===== src/hw/uam_regs.vh =====
// constants of the ulpi alternate-mode mux: offsets, fields, reset values
`ifndef UAM_REGS_VH
`define UAM_REGS_VH
// =====================================================================
// register byte offsets
`define UAM_ADR_IFC    5'h00
`define UAM_ADR_FUNC   5'h04
`define UAM_ADR_CARKIT 5'h08
`define UAM_ADR_HSET   5'h0c
`define UAM_ADR_IDCONV 5'h10
`define UAM_ADR_IOPWR  5'h14
`define UAM_ADR_MASK   5'h18
`define UAM_ADR_STAT   5'h1c
// =====================================================================
// field positions
`define UAM_IFC_SER6   0
`define UAM_IFC_CAR    2
`define UAM_IFC_KEEP   3
`define UAM_CK_TXEN    0
`define UAM_CK_RXEN    1
`define UAM_CK_LEFT    2
`define UAM_CK_RIGHT   3
`define UAM_ID_START   0
`define UAM_ID_IRQEN   1
`define UAM_ID_RES_LSB 4
`define UAM_RX_ID      6
`define UAM_RX_ALT     7
`define UAM_SRC_VBUS   0
// =====================================================================
// reset values and encodings
`define UAM_FUNC_RST   2'h1
`define UAM_MASK_RST   8'h00
`define UAM_XS_HS      2'h0
`define UAM_XS_FS      2'h1
`define UAM_XS_LS      2'h2
`define UAM_XS_FSPRE   2'h3
`define UAM_CONV_CYC   16
`endif

===== src/hw/uam_alt_mux.v =====
// alternate-mode pin mux, mode sequencer and register slave
//
// Added by the designer: the Wishbone slave port and the register offsets.
`timescale 1ns/1ps
`include "uam_regs.vh"
module uam_alt_mux #(
  parameter N_SRC = 7,
  parameter RES_W = 4,
  parameter CONV  = `UAM_CONV_CYC
) (
  input  wire             clk_i,
  input  wire             rst_i,
  // wishbone classic slave
  input  wire             cyc_i,
  input  wire             stb_i,
  input  wire             we_i,
  input  wire [4:0]       adr_i,
  input  wire [3:0]       sel_i,
  input  wire [31:0]      dat_i,
  output reg  [31:0]      dat_o,
  output wire             ack_o,
  // ulpi side
  input  wire             active_low_reset_pin_i,
  input  wire             stp_i,
  input  wire [7:0]       data_i,
  output reg  [7:0]       data_o,
  output reg  [7:0]       data_oe_o,
  output reg              dir_o,
  output wire             clk_run_o,
  output reg              rxcmd_valid_o,
  output reg  [7:0]       rxcmd_o,
  input  wire             rxcmd_ack_i,
  // analog front end
  input  wire             receive_plus_line_i,
  input  wire             receive_minus_line_i,
  input  wire             receive_diff_i,
  input  wire             session_valid_i,
  input  wire             bus_power_valid_i,
  input  wire             id_grounded_comparator_i,
  input  wire             id_floating_i,
  input  wire [N_SRC-1:0] irq_src_i,
  input  wire [RES_W-1:0] id_code_i,
  output reg              usb_tx_enable_o,
  output reg              usb_tx_data_o,
  output reg              serial_single_ended_zero_drive_o,
  output reg              uart_minus_drive_o,
  output reg              uart_minus_oe_o,
  output reg              pull_up_125k_o,
  output reg              regulator_uart_o,
  output reg  [1:0]       regulator_setting_o,
  output reg              low_speed_edge_o,
  output wire             left_audio_switch_enable_o,
  output wire             right_audio_switch_enable_o,
  output reg              id_ground_drive_o,
  output reg              id_pull_up_330k_enable_o,
  output reg              id_pull_up_100k_enable_o
);
  localparam [4:0] ST_SYNC  = 5'h01;
  localparam [4:0] ST_ENTER = 5'h02;
  localparam [4:0] ST_ALT   = 5'h04;
  localparam [4:0] ST_EXIT  = 5'h08;
  localparam [4:0] ST_WAIT  = 5'h10;
  localparam [2:0] M_SER6   = 3'h1;
  localparam [2:0] M_CAR    = 3'h2;
  localparam [2:0] M_HSET   = 3'h4;

  // reset pin acts like the system reset
  wire        srst = rst_i | ~active_low_reset_pin_i;
  reg         ack_q;
  reg         ser6_q;
  reg         car_accessory_mode_select_q;
  reg         clock_keep_running_q;
  reg  [1:0]  transceiver_speed_select_q;
  reg         uart_transmit_enable_q;
  reg         uart_receive_enable_q;
  reg         left_audio_switch_enable_q;
  reg         right_audio_switch_enable_q;
  reg         hset_q;
  reg         id_measure_irq_enable_q;
  reg  [1:0]  uart_regulator_setting_q;
  reg  [7:0]  mask_q;
  reg  [4:0]  state_q;
  reg  [4:0]  state_d;
  reg  [2:0]  mode_q;
  reg         keep_q;
  reg         idg_q;
  reg         rx_alt_q;
  reg         rx_id_q;

  wire        req    = cyc_i & stb_i & ~ack_q;
  wire        wr     = req & we_i & sel_i[0];
  wire [7:0]  wd     = dat_i[7:0];
  wire        in_alt = state_q == ST_ALT;
  wire        uart   = mode_q[1] & (uart_transmit_enable_q | uart_receive_enable_q);
  wire        irq;
  wire        id_busy;
  wire        id_done;
  wire [RES_W-1:0] id_res;
  wire        start_w = wr && adr_i == `UAM_ADR_IDCONV && wd[`UAM_ID_START];
  wire        entry   = ser6_q | car_accessory_mode_select_q | hset_q;
  // id-grounded is always armed as a source outside synchronous mode
  wire [N_SRC:0] src  = {id_grounded_comparator_i, irq_src_i};
  wire [N_SRC:0] msk  = {1'b1, mask_q[N_SRC-1:0]};

  // =====================================================================
  // helpers
  uam_irq_sampler #(
    .N        (N_SRC + 1)
  ) u_irq (
    .clk_i    (clk_i),
    .rst_i    (srst),
    // baseline tracks until alt mode, so status never shows a stale compare
    .sample_i (!in_alt),
    .src_i    (src),
    .mask_i   (msk),
    .irq_o    (irq)
  );

  uam_id_measure #(
    .W        (RES_W),
    .CONV     (CONV)
  ) u_idm (
    .clk_i    (clk_i),
    .rst_i    (srst),
    .start_i  (start_w),
    .code_i   (id_code_i),
    .busy_o   (id_busy),
    .done_o   (id_done),
    .result_o (id_res)
  );

  // =====================================================================
  // wishbone ack: one wait-free cycle after the request is seen
  always @(posedge clk_i) begin
    if (srst) begin
      ack_q <= 1'b0;
    end else begin
      ack_q <= req;
    end
  end
  assign ack_o = ack_q;

  // =====================================================================
  // registers
  always @(posedge clk_i) begin
    if (srst) begin
      ser6_q                      <= 1'b0;
      car_accessory_mode_select_q <= 1'b0;
      clock_keep_running_q        <= 1'b0;
      transceiver_speed_select_q  <= `UAM_FUNC_RST;
      uart_transmit_enable_q      <= 1'b0;
      uart_receive_enable_q       <= 1'b0;
      left_audio_switch_enable_q  <= 1'b0;
      right_audio_switch_enable_q <= 1'b0;
      hset_q                      <= 1'b0;
      id_measure_irq_enable_q     <= 1'b0;
      uart_regulator_setting_q    <= 2'h0;
      mask_q                      <= `UAM_MASK_RST;
    end else begin
      if (state_q == ST_WAIT && !stp_i) begin
        ser6_q                      <= 1'b0;
        car_accessory_mode_select_q <= 1'b0;
        hset_q                      <= 1'b0;
      end
      if (wr) begin
        case (adr_i)
          `UAM_ADR_IFC: begin
            ser6_q                      <= wd[`UAM_IFC_SER6];
            car_accessory_mode_select_q <= wd[`UAM_IFC_CAR];
            clock_keep_running_q        <= wd[`UAM_IFC_KEEP];
          end
          `UAM_ADR_FUNC: begin
            transceiver_speed_select_q <= wd[1:0];
          end
          `UAM_ADR_CARKIT: begin
            uart_transmit_enable_q      <= wd[`UAM_CK_TXEN];
            uart_receive_enable_q       <= wd[`UAM_CK_RXEN];
            left_audio_switch_enable_q  <= wd[`UAM_CK_LEFT];
            right_audio_switch_enable_q <= wd[`UAM_CK_RIGHT];
          end
          `UAM_ADR_HSET: begin
            hset_q <= wd[0];
          end
          `UAM_ADR_IDCONV: begin
            id_measure_irq_enable_q <= wd[`UAM_ID_IRQEN];
          end
          `UAM_ADR_IOPWR: begin
            uart_regulator_setting_q <= wd[1:0];
          end
          `UAM_ADR_MASK: begin
            mask_q <= wd;
          end
          default: begin
          end
        endcase
      end
    end
  end

  // switches act straight from the register, no mode dependence
  assign left_audio_switch_enable_o  = left_audio_switch_enable_q;
  assign right_audio_switch_enable_o = right_audio_switch_enable_q;

  // =====================================================================
  // read data
  always @(posedge clk_i) begin
    if (srst) begin
      dat_o <= 32'h0000_0000;
    end else if (req && !we_i) begin
      dat_o <= 32'h0000_0000;
      case (adr_i)
        `UAM_ADR_IFC: begin
          dat_o[`UAM_IFC_SER6] <= ser6_q;
          dat_o[`UAM_IFC_CAR]  <= car_accessory_mode_select_q;
          dat_o[`UAM_IFC_KEEP] <= clock_keep_running_q;
        end
        `UAM_ADR_FUNC: begin
          dat_o[1:0] <= transceiver_speed_select_q;
        end
        `UAM_ADR_CARKIT: begin
          dat_o[3:0] <= {right_audio_switch_enable_q, left_audio_switch_enable_q,
                         uart_receive_enable_q, uart_transmit_enable_q};
        end
        `UAM_ADR_HSET: begin
          dat_o[0] <= hset_q;
        end
        `UAM_ADR_IDCONV: begin
          dat_o[`UAM_ID_START] <= id_busy;
          dat_o[`UAM_ID_IRQEN] <= id_measure_irq_enable_q;
          dat_o[`UAM_ID_RES_LSB +: RES_W] <= id_res;
        end
        `UAM_ADR_IOPWR: begin
          dat_o[1:0] <= uart_regulator_setting_q;
        end
        `UAM_ADR_MASK: begin
          dat_o[7:0] <= mask_q;
        end
        `UAM_ADR_STAT: begin
          dat_o[7:0] <= {2'h0, irq, clk_run_o, mode_q, dir_o};
        end
        default: begin
        end
      endcase
    end
  end

  // =====================================================================
  // mode sequencer
  always @* begin
    state_d = state_q;
    case (state_q)
      ST_SYNC: begin
        if (entry && !req) begin
          state_d = ST_ENTER;
        end
      end
      ST_ENTER: begin
        state_d = ST_ALT;
      end
      ST_ALT: begin
        if (stp_i) begin
          state_d = ST_EXIT;
        end
      end
      ST_EXIT: begin
        state_d = ST_WAIT;
      end
      ST_WAIT: begin
        if (!stp_i) begin
          state_d = ST_SYNC;
        end
      end
      default: begin
        state_d = ST_SYNC;
      end
    endcase
  end

  always @(posedge clk_i) begin
    if (srst) begin
      state_q <= ST_SYNC;
      mode_q  <= 3'h0;
      keep_q  <= 1'b0;
      dir_o   <= 1'b0;
    end else begin
      state_q <= state_d;
      // dir rises only after the baseline sample, holds until stp
      dir_o   <= state_d == ST_ALT;
      if (state_q == ST_SYNC && state_d == ST_ENTER) begin
        keep_q <= clock_keep_running_q;
        if (ser6_q) begin
          mode_q <= M_SER6;
        end else if (car_accessory_mode_select_q) begin
          mode_q <= M_CAR;
        end else begin
          mode_q <= M_HSET;
        end
      end else if (state_q == ST_EXIT) begin
        mode_q <= 3'h0;
      end
    end
  end

  // clock only stops while the alternate mode is really active
  assign clk_run_o = ~in_alt | keep_q;

  // =====================================================================
  // pin mux; outside ALT every alternate function except regulator_setting_o and the audio switches is released
  always @(posedge clk_i) begin
    if (srst) begin
      data_o                           <= 8'h00;
      data_oe_o                        <= 8'h00;
      usb_tx_enable_o                  <= 1'b0;
      usb_tx_data_o                    <= 1'b0;
      serial_single_ended_zero_drive_o <= 1'b0;
      uart_minus_drive_o               <= 1'b0;
      uart_minus_oe_o                  <= 1'b0;
      pull_up_125k_o                   <= 1'b0;
      regulator_uart_o                 <= 1'b0;
      regulator_setting_o              <= 2'h0;
      low_speed_edge_o                 <= 1'b0;
      id_ground_drive_o                <= 1'b0;
      id_pull_up_330k_enable_o         <= 1'b0;
      id_pull_up_100k_enable_o         <= 1'b0;
    end else begin
      data_o                           <= 8'h00;
      data_oe_o                        <= 8'h00;
      usb_tx_enable_o                  <= 1'b0;
      usb_tx_data_o                    <= 1'b0;
      serial_single_ended_zero_drive_o <= 1'b0;
      uart_minus_drive_o               <= 1'b0;
      uart_minus_oe_o                  <= 1'b0;
      pull_up_125k_o                   <= 1'b0;
      regulator_uart_o                 <= 1'b0;
      regulator_setting_o              <= uart_regulator_setting_q;
      low_speed_edge_o                 <= 1'b0;
      id_ground_drive_o                <= 1'b0;
      id_pull_up_330k_enable_o         <= 1'b0;
      id_pull_up_100k_enable_o         <= 1'b0;
      if (in_alt && mode_q == M_SER6) begin
        usb_tx_enable_o                  <= data_i[0];
        usb_tx_data_o                    <= data_i[0] & data_i[1];
        serial_single_ended_zero_drive_o <= data_i[0] & data_i[2];
        data_oe_o <= 8'hf8;
        data_o    <= {1'b0, receive_diff_i, receive_minus_line_i,
                      receive_plus_line_i, irq, 3'h0};
      end
      if (in_alt && mode_q == M_CAR) begin
        // no line-state path here by design
        data_oe_o <= 8'hfe;
        data_o    <= {4'h0, irq, 1'b0,
                      uart_receive_enable_q & receive_plus_line_i,
                      1'b0};
        uart_minus_drive_o <= data_i[0];
        uart_minus_oe_o    <= uart_transmit_enable_q;
        pull_up_125k_o     <= uart;
        regulator_uart_o   <= uart;
        low_speed_edge_o   <= uart &&
                              transceiver_speed_select_q == `UAM_XS_LS;
      end
      if (in_alt && mode_q == M_HSET) begin
        data_oe_o <= 8'h3b;
        data_o    <= {2'h0, id_floating_i, id_grounded_comparator_i, 1'b0, 1'b0,
                      bus_power_valid_i & mask_q[`UAM_SRC_VBUS],
                      session_valid_i};
        id_ground_drive_o        <= data_i[2];
        id_pull_up_330k_enable_o <= data_i[6];
        id_pull_up_100k_enable_o <= data_i[7];
      end
    end
  end

  // =====================================================================
  // rxcmd events in synchronous mode; a new event beats the ack
  always @(posedge clk_i) begin
    if (srst) begin
      idg_q         <= 1'b1;
      rx_alt_q      <= 1'b0;
      rx_id_q       <= 1'b0;
      rxcmd_valid_o <= 1'b0;
      rxcmd_o       <= 8'h00;
    end else begin
      idg_q <= id_grounded_comparator_i;
      if (rxcmd_ack_i) begin
        rx_alt_q <= 1'b0;
        rx_id_q  <= 1'b0;
      end
      if (state_q == ST_SYNC && idg_q && !id_grounded_comparator_i) begin
        rx_id_q <= 1'b1;
      end
      if (id_done && id_measure_irq_enable_q) begin
        rx_alt_q <= 1'b1;
      end
      rxcmd_valid_o <= (rx_alt_q | rx_id_q) & ~rxcmd_ack_i & state_q == ST_SYNC;
      rxcmd_o       <= 8'h00;
      rxcmd_o[`UAM_RX_ID]  <= id_grounded_comparator_i;
      rxcmd_o[`UAM_RX_ALT] <= rx_alt_q;
    end
  end
endmodule // uam_alt_mux


===== src/hw/uam_id_measure.v =====
// id resistance converter sequencer
`timescale 1ns/1ps
`include "uam_regs.vh"
module uam_id_measure #(
  parameter W    = 4,
  parameter CONV = `UAM_CONV_CYC
) (
  input  wire         clk_i,
  input  wire         rst_i,
  input  wire         start_i,
  input  wire [W-1:0] code_i,
  output wire         busy_o,
  output reg          done_o,
  output reg  [W-1:0] result_o
);
  reg        busy_q;
  reg [15:0] cnt_q;
  // =====================================================================
  // conversion timer
  always @(posedge clk_i) begin
    if (rst_i) begin
      busy_q   <= 1'b0;
      cnt_q    <= 16'h0000;
      done_o   <= 1'b0;
      result_o <= {W{1'b0}};
    end else begin
      done_o <= 1'b0;
      if (start_i && !busy_q) begin
        busy_q <= 1'b1;
        cnt_q  <= CONV[15:0] - 16'h0001;
      end else if (busy_q) begin
        if (cnt_q == 16'h0000) begin
          busy_q   <= 1'b0;
          done_o   <= 1'b1;
          result_o <= code_i;
        end else begin
          cnt_q <= cnt_q - 16'h0001;
        end
      end
    end
  end
  assign busy_o = busy_q;
endmodule // uam_id_measure


===== src/hw/uam_irq_sampler.v =====
// interrupt baseline sampler for the alternate modes
`timescale 1ns/1ps
module uam_irq_sampler #(
  parameter N = 8
) (
  input  wire         clk_i,
  input  wire         rst_i,
  input  wire         sample_i,
  input  wire [N-1:0] src_i,
  input  wire [N-1:0] mask_i,
  output wire         irq_o
);
  reg [N-1:0] base_q;
  // =====================================================================
  // baseline latch
  always @(posedge clk_i) begin
    if (rst_i) begin
      base_q <= {N{1'b0}};
    end else if (sample_i) begin
      base_q <= src_i;
    end
  end
  // level compare, so a change that returns clears the request again
  assign irq_o = |((src_i ^ base_q) & mask_i);
endmodule // uam_irq_sampler


===== config.mk =====
export PLATFORM = sky130hd
export DESIGN_NAME = uam_alt_mux
export DESIGN_NICKNAME = d
export VERILOG_FILES = /design/src/hw/uam_alt_mux.v /design/src/hw/uam_id_measure.v /design/src/hw/uam_irq_sampler.v
export VERILOG_INCLUDE_DIRS = /design/src /design/src/hw
export SDC_FILE = /design/constraint.sdc
export NUM_CORES = 1
export LEC_CHECK = 0
export BUFFER_PORTS_ARGS = -buffer_cell sky130_fd_sc_hd__buf_2
export CORE_ASPECT_RATIO = 1.75
export CORE_MARGIN = 10
export CORE_UTILIZATION = 51
export CTS_CLUSTER_DIAMETER = 100
export DETAILED_ROUTE_END_ITERATION = 16
export GPL_TIMING_DRIVEN = 0
export PLACE_DENSITY = 0.86
export SYNTH_ARGS = -nofsm -noshare
export SYNTH_HDL_FRONTEND = slang
export SYNTH_SLANG_ARGS = --single-unit

===== constraint.sdc =====
create_clock -name clk_i -period 2.15 [get_ports clk_i]
set_clock_uncertainty 0.15 [all_clocks]
set_input_delay 0.43 -clock clk_i [delete_from_list [all_inputs] [get_ports clk_i]]
set_output_delay 0.43 -clock clk_i [all_outputs]
set_load 0.02 [all_outputs]

## Word level (Yosys, flattened, before mapping)

Cells that the tools add are included.

| storage, ports and cells | value |
|---|---|
| input bits | 75 |
| word-level logic and storage cells | 176 |
| register bits | 110 |
| output and inout bits | 75 |

| cells by class | value |
|---|---|
| muxes and demuxes | 37 |
| add/subtract/negate cells | 1 |
| equality and inequality tests | 19 |
| bitwise gates (word level) | 29 |
| reductions and logical operators | 43 |

Operators with widths:

| kind | number |
|---|---|
| $eq 5x5->1 const B | 5 |
| $pmux 5 s5 | 1 |
| $mux 6 | 4 |
| $logic_not 16->1 | 1 |
| $mux 1 | 16 |
| $mux 8 | 2 |
| $reduce_and 2->1 | 8 |
| $sub 16x1->16 const B | 1 |
| $eq 5x3->1 const B | 3 |
| $eq 5x4->1 const B | 3 |
| $mux 5 | 3 |
| $logic_and 1x1->1 | 14 |
| $mux 3 | 4 |
| $mux 4 | 3 |
| $pmux 4 s3 | 1 |
| $and 1x1->1 | 11 |
| $eq 5x2->1 const B | 2 |
| $not 1->1 | 10 |
| $reduce_or 2->1 | 5 |
| $and 8x8->8 | 1 |
| $pmux 1 s8 | 1 |
| $pmux 2 s4 | 1 |
| $reduce_bool 2->1 | 4 |
| $reduce_or 8->1 | 1 |
| other kinds (14) | 24 |

## Logic depth before layout (Yosys ltp)

| logic depth | value |
|---|---|
| depth in word-level cells | 9 |
| depth in mapped cells | 7 |
| gate-level depth less buffers | 6 |

## Modules after synthesis

Synthesis repeated with hierarchy kept, for this count alone.

| second synthesis, totals | value |
|---|---|
| cells, all modules | 502 |
| area, all modules | 4,564.4 µm² |

Modules (own cells, without submodules):

| module | area an instance (µm²) | seq. area each (µm²) | instances | cells an instance |
|---|---|---|---|---|
| uam_alt_mux | 3,066.7 | 1,381.3 | 1 | 342 |
| uam_id_measure | 1,109.8 | 440.4 | 1 | 121 |
| uam_irq_sampler | 387.9 | 160.2 | 1 | 39 |

## Least setup slack after synthesis

OpenSTA, ideal clock, no wires.

| timing | value |
|---|---|
| path kind | input to register |
| from | input adr_i[4] |
| to | register car_accessory_mode_select_q |
| data arrival time | 1,754 ps |
| slack | 114 ps |
| setup time | 132 ps |
| stages on the path | 6 |
| data required time | 1,868 ps |
| path buffers | 2 |
| cells stage by stage | buf_2 -> or3_1 -> clkbuf_1 -> or4b_1 -> nand3_1 -> a21oi_1 |

| between the ends | value |
|---|---|
| word-level cells in the longest chain between the ends | 3 |

Ends and longest elaborated chain:

| item | RTL line | source |
|---|---|---|
| start: declaration | uam_alt_mux.v:17 | `input wire [4:0] adr_i,` |
| $logic_not 5->1 | uam_alt_mux.v:166 | `case (adr_i)` |
| $mux 1 | uam_alt_mux.v:166 |  |
| $mux 1 | uam_alt_mux.v:165 | `if (wr) begin` |
| end signal: assignment | uam_alt_mux.v:169 | `` car_accessory_mode_select_q <= wd[`UAM_IFC_CAR]; `` |
| end: declaration | uam_alt_mux.v:71 | `reg car_accessory_mode_select_q;` |

No other way between the ends.
A chain may end at the register's enable or synchronous reset.

## Worst setup path in the final report

| timing | value |
|---|---|
| from | register state_q[0] |
| to | register serial_single_ended_zero_drive_o |

| between the ends | value |
|---|---|
| word-level cells in the longest chain between the ends | 4 |

Ends and longest elaborated chain:

| item | RTL line | source |
|---|---|---|
| start: declaration | uam_alt_mux.v:82 | `reg [4:0] state_q;` |
| start signal: assignment | uam_alt_mux.v:286 | `state_q <= state_d;` |
| $eq 5x3->1 | uam_alt_mux.v:93 | `wire in_alt = state_q == ST_ALT;` |
| $logic_and 1x1->1 | uam_alt_mux.v:340 | `if (in_alt && mode_q == M_SER6) begin` |
| $not 1->1 (no source line) | n/a |  |
| $reduce_or 2->1 (no source line) | n/a |  |
| end signal: assignment | uam_alt_mux.v:343 | `serial_single_ended_zero_drive_o <= data_i[0] & data_i[2];` |
| end: declaration | uam_alt_mux.v:45 | `output reg serial_single_ended_zero_drive_o,` |

No other way between the ends.

==> run summary <==
# diodes: 0
PortBufs: 85
Synth Area in Adders: 0.273%
Synth top cells by count: 99 x dfxtp_1, 40 x nor2_1, 38 x a21oi_1
Min-Delay Path Depth: 2
critical path required time: 2.29 ns
Skew-Pair Late Insertion Delay: 0.35 ns
Critical Path Source Type: flop
initial antenna violation count: 0
FF-to-FF End: serial_single_ended_zero_drive_o
critical path endpoint category: flop
Synth warnings: 0
clock power share: 41.1%
Crit path max-delay family: simple AND/OR/NAND/NOR gates
sequential share of the synthesized area: 43.2%
simple-gate share of the synthesized area: 27.8%
Rows: 45
Area growth, synth to finish: 24.0%
GRT Overall Usage: 19.3%
die width: 91.7 um
antenna viol nets, final: 0
Post-Place Worst Slack: -0.423 ns
fin area: 5690 um^2
FILL cells: 694
# IOs: 150
Crit Path Category: flop to flop
Finished Core Util: 65.2%
cell area after synthesis: 4590 um^2
nets: 714
Static Leak: 0.00245 uW
switching fraction of total power: 23.4%
grt total ovfl: 0
most frequent cell after synthesis: dfxtp_1
vias in the first global route: 4273
Die Y: 146 um
relative slew slack: 44.6%
max-cap violation count: 0
R2R Path Start: state_q[0]
Max H-tree Level: 3
Post-DP HPWL: 10200 um
critical path peak fanout: 9
worst hold slack: 0.105 ns
Critical path buffers and inverters: 0
Synth top area share: 43.2%
Hold Violations, Final: 0
Starting DRT DRC Count: 280
Hold/Removal Path Class: input pin to flop
Slowest cell on crit path: nor4b_2
Yosys reg bits: 99
worst reg2reg setup slack: 0.04 ns
R2R depth: 4
routability cong.: 0.934
Switching Power: 852 uW
Via Count: 4315
Compound-Gate Fraction of Synth Area: 12.3%
largest family of logic cells by synthesized area: simple AND/OR/NAND/NOR gates
TritonCTS Sinks: 99
Flop pwr share: 50.9%
die area: 13300 um^2
Gate power share: 8.0%
area leader, netlist: dfxtp_1
TritonCTS clock tree: yes
largest net degree at the start of global routing: 15
Worst Setup Slack, final: 0.0418 ns
Post-synth EDFFs: 0
Synth cell types: 65
DRT Pass-1 Iters: 6
post-synthesis mux area share: 6.19%
layout cell share with drive strength beyond 1: 28.9%
Root Driver: clkbuf_16
worst-margin pin slew: 0.829 ns
top_reg_cell synth: dfxtp_1
Final setup viols: 0
fin crit period: 2.11 ns
cell area after placement: 5280 um^2
final WL: 13300 um
WL/cell: 17.6 um
Post-Synthesis Cells: 503
top cells by area, synth: dfxtp_1 43%, buf_4 5.9%, mux2i_1 5.5%
period utilization: 98.1%
Int Power: 2780 uW
area of the multi-input gates: 2390 um^2
max incr delay on CP: 0.76 ns
Residual DRC: 0
core area: 8730 um^2
power per cell area: 639 nW/um^2
sink of the worst hold path: rxcmd_valid_o
maximum vdd ir drop: 0.000426 V
Num CTS Buffers: 9
fmax: 474 MHz
Slew Limit Fails: 0
worst hold path startpoint: rxcmd_ack_i
ys async rst share: 0%
Avg Vias per Cell: 5.69
first-pass GRT wire length: 21100 um
Crit. Startpoint: state_q[0]
Avg Cell Area, Syn: 9.13 um^2
FF/Latch Area: 1990 um^2
Synth Area in XOR/XNOR: 1.53%
clk slew on worst S/H paths: 0.06 ns
CP arrival: 2.25 ns
critical path, cell by cell: nor3_4, nand3_1, nor4b_2, and3_1
status: finished, final reports clean
CTS max path bufs: 2
initial core utilization: 52.6%
worst max-delay path by stage:
stage	cells past startpoint	slack [ns]	end
4_1_cts	5	0.01	u_idm.result_o[1]
6_report	4	0.04	serial_single_ended_zero_drive_o
2_1_floorplan	6	0.11	car_accessory_mode_select_q
3_5_place_dp	5	-0.42	u_idm.cnt_q[15]
5_1_grt	6	-0.05	u_idm.cnt_q[1]
3_3_place_gp	5	-0.31	u_idm.cnt_q[14]
through the flow:
step,power [uW],std cells,setup TNS (ns)
global route,3730,758,-0.118
CTS,3620,753,0
global placement,2170,736,-4.11
detailed placement,2170,736,-6.80
floorplan,2080,534,0
finish,3640,758,0
cells by family after synthesis:
kind of cell    after synthesis
compound gates               89
xor+xnor                      8
fa+ha+maj                     1
buf+inv                      66
flops                        99
mux                          27
other cells                   1
simple gates                212
what timing repair did:
| item | 4_1_cts | 5_1_grt |
|---|---|---|
| pin swaps | 1 | 5 |
| hold buffers | 0 | 0 |
| gates resized for setup | 5 | 23 |
| setup endpoints to repair | 13 | 36 |
| buffers inserted | 3 | 5 |
layer usage:
metal | vias to the layer above | part of all wire (%) | GRT usage (%)
met5 | - | 0 | 0
met4 | 0 | 6.0 | 13.2
met3 | 69 | 8.8 | 6.40
met2 | 241 | 52 | 34.6
met1 | 1995 | 33 | 17.6
li1 | 2010 | - | -
power groups by stage:
stage               Sequential (uW)  Clock, uW  Combinational, uW
floorplan                      1890          0                182
global placement               1890          0                276
detailed placement             1890          0                280
CTS                            1850       1490                280
global route                   1850       1570                313
finish                         1850       1490                292
cell usage in the layout (no fill, tap or decap), drive strengths merged, types with 11 or more instances in the layout:
cell type	netlist	final
buf	43	135
clkbuf	13	26
nor2	40	40
and2	18	18
mux2i	25	25
nor4	11	11
dfxtp	99	99
nand3	25	25
conb	1	32
nand2	34	34
a21oi	38	38
o21ai	15	15
state kept, by name, summed over array words and instances (netlist names), 2 cells and up:
signal and cells:
u_idm.result_o 4, u_idm.cnt_q 16, mask_q 8, data_oe_o 5, mode_q 3, dat_o 8
data_o 6, regulator_setting_o 2, u_irq.base_q 8, transceiver_speed_select_q 2, rxcmd_o 2, state_q 5
uart_regulator_setting_q 2
layout make-up:
cell class / count / area share [%]
sequential: 99 / 34.9
clock inverter: 2 / 0.220
buffer: 56 / 6.51
clock buffer: 12 / 4.51
tap: 117 / 2.57
inverter: 10 / 0.660
multi-input combinational: 369 / 42.1
timing repair buffer: 93 / 8.53
Note: power is estimated with default switching activity, not from simulation.
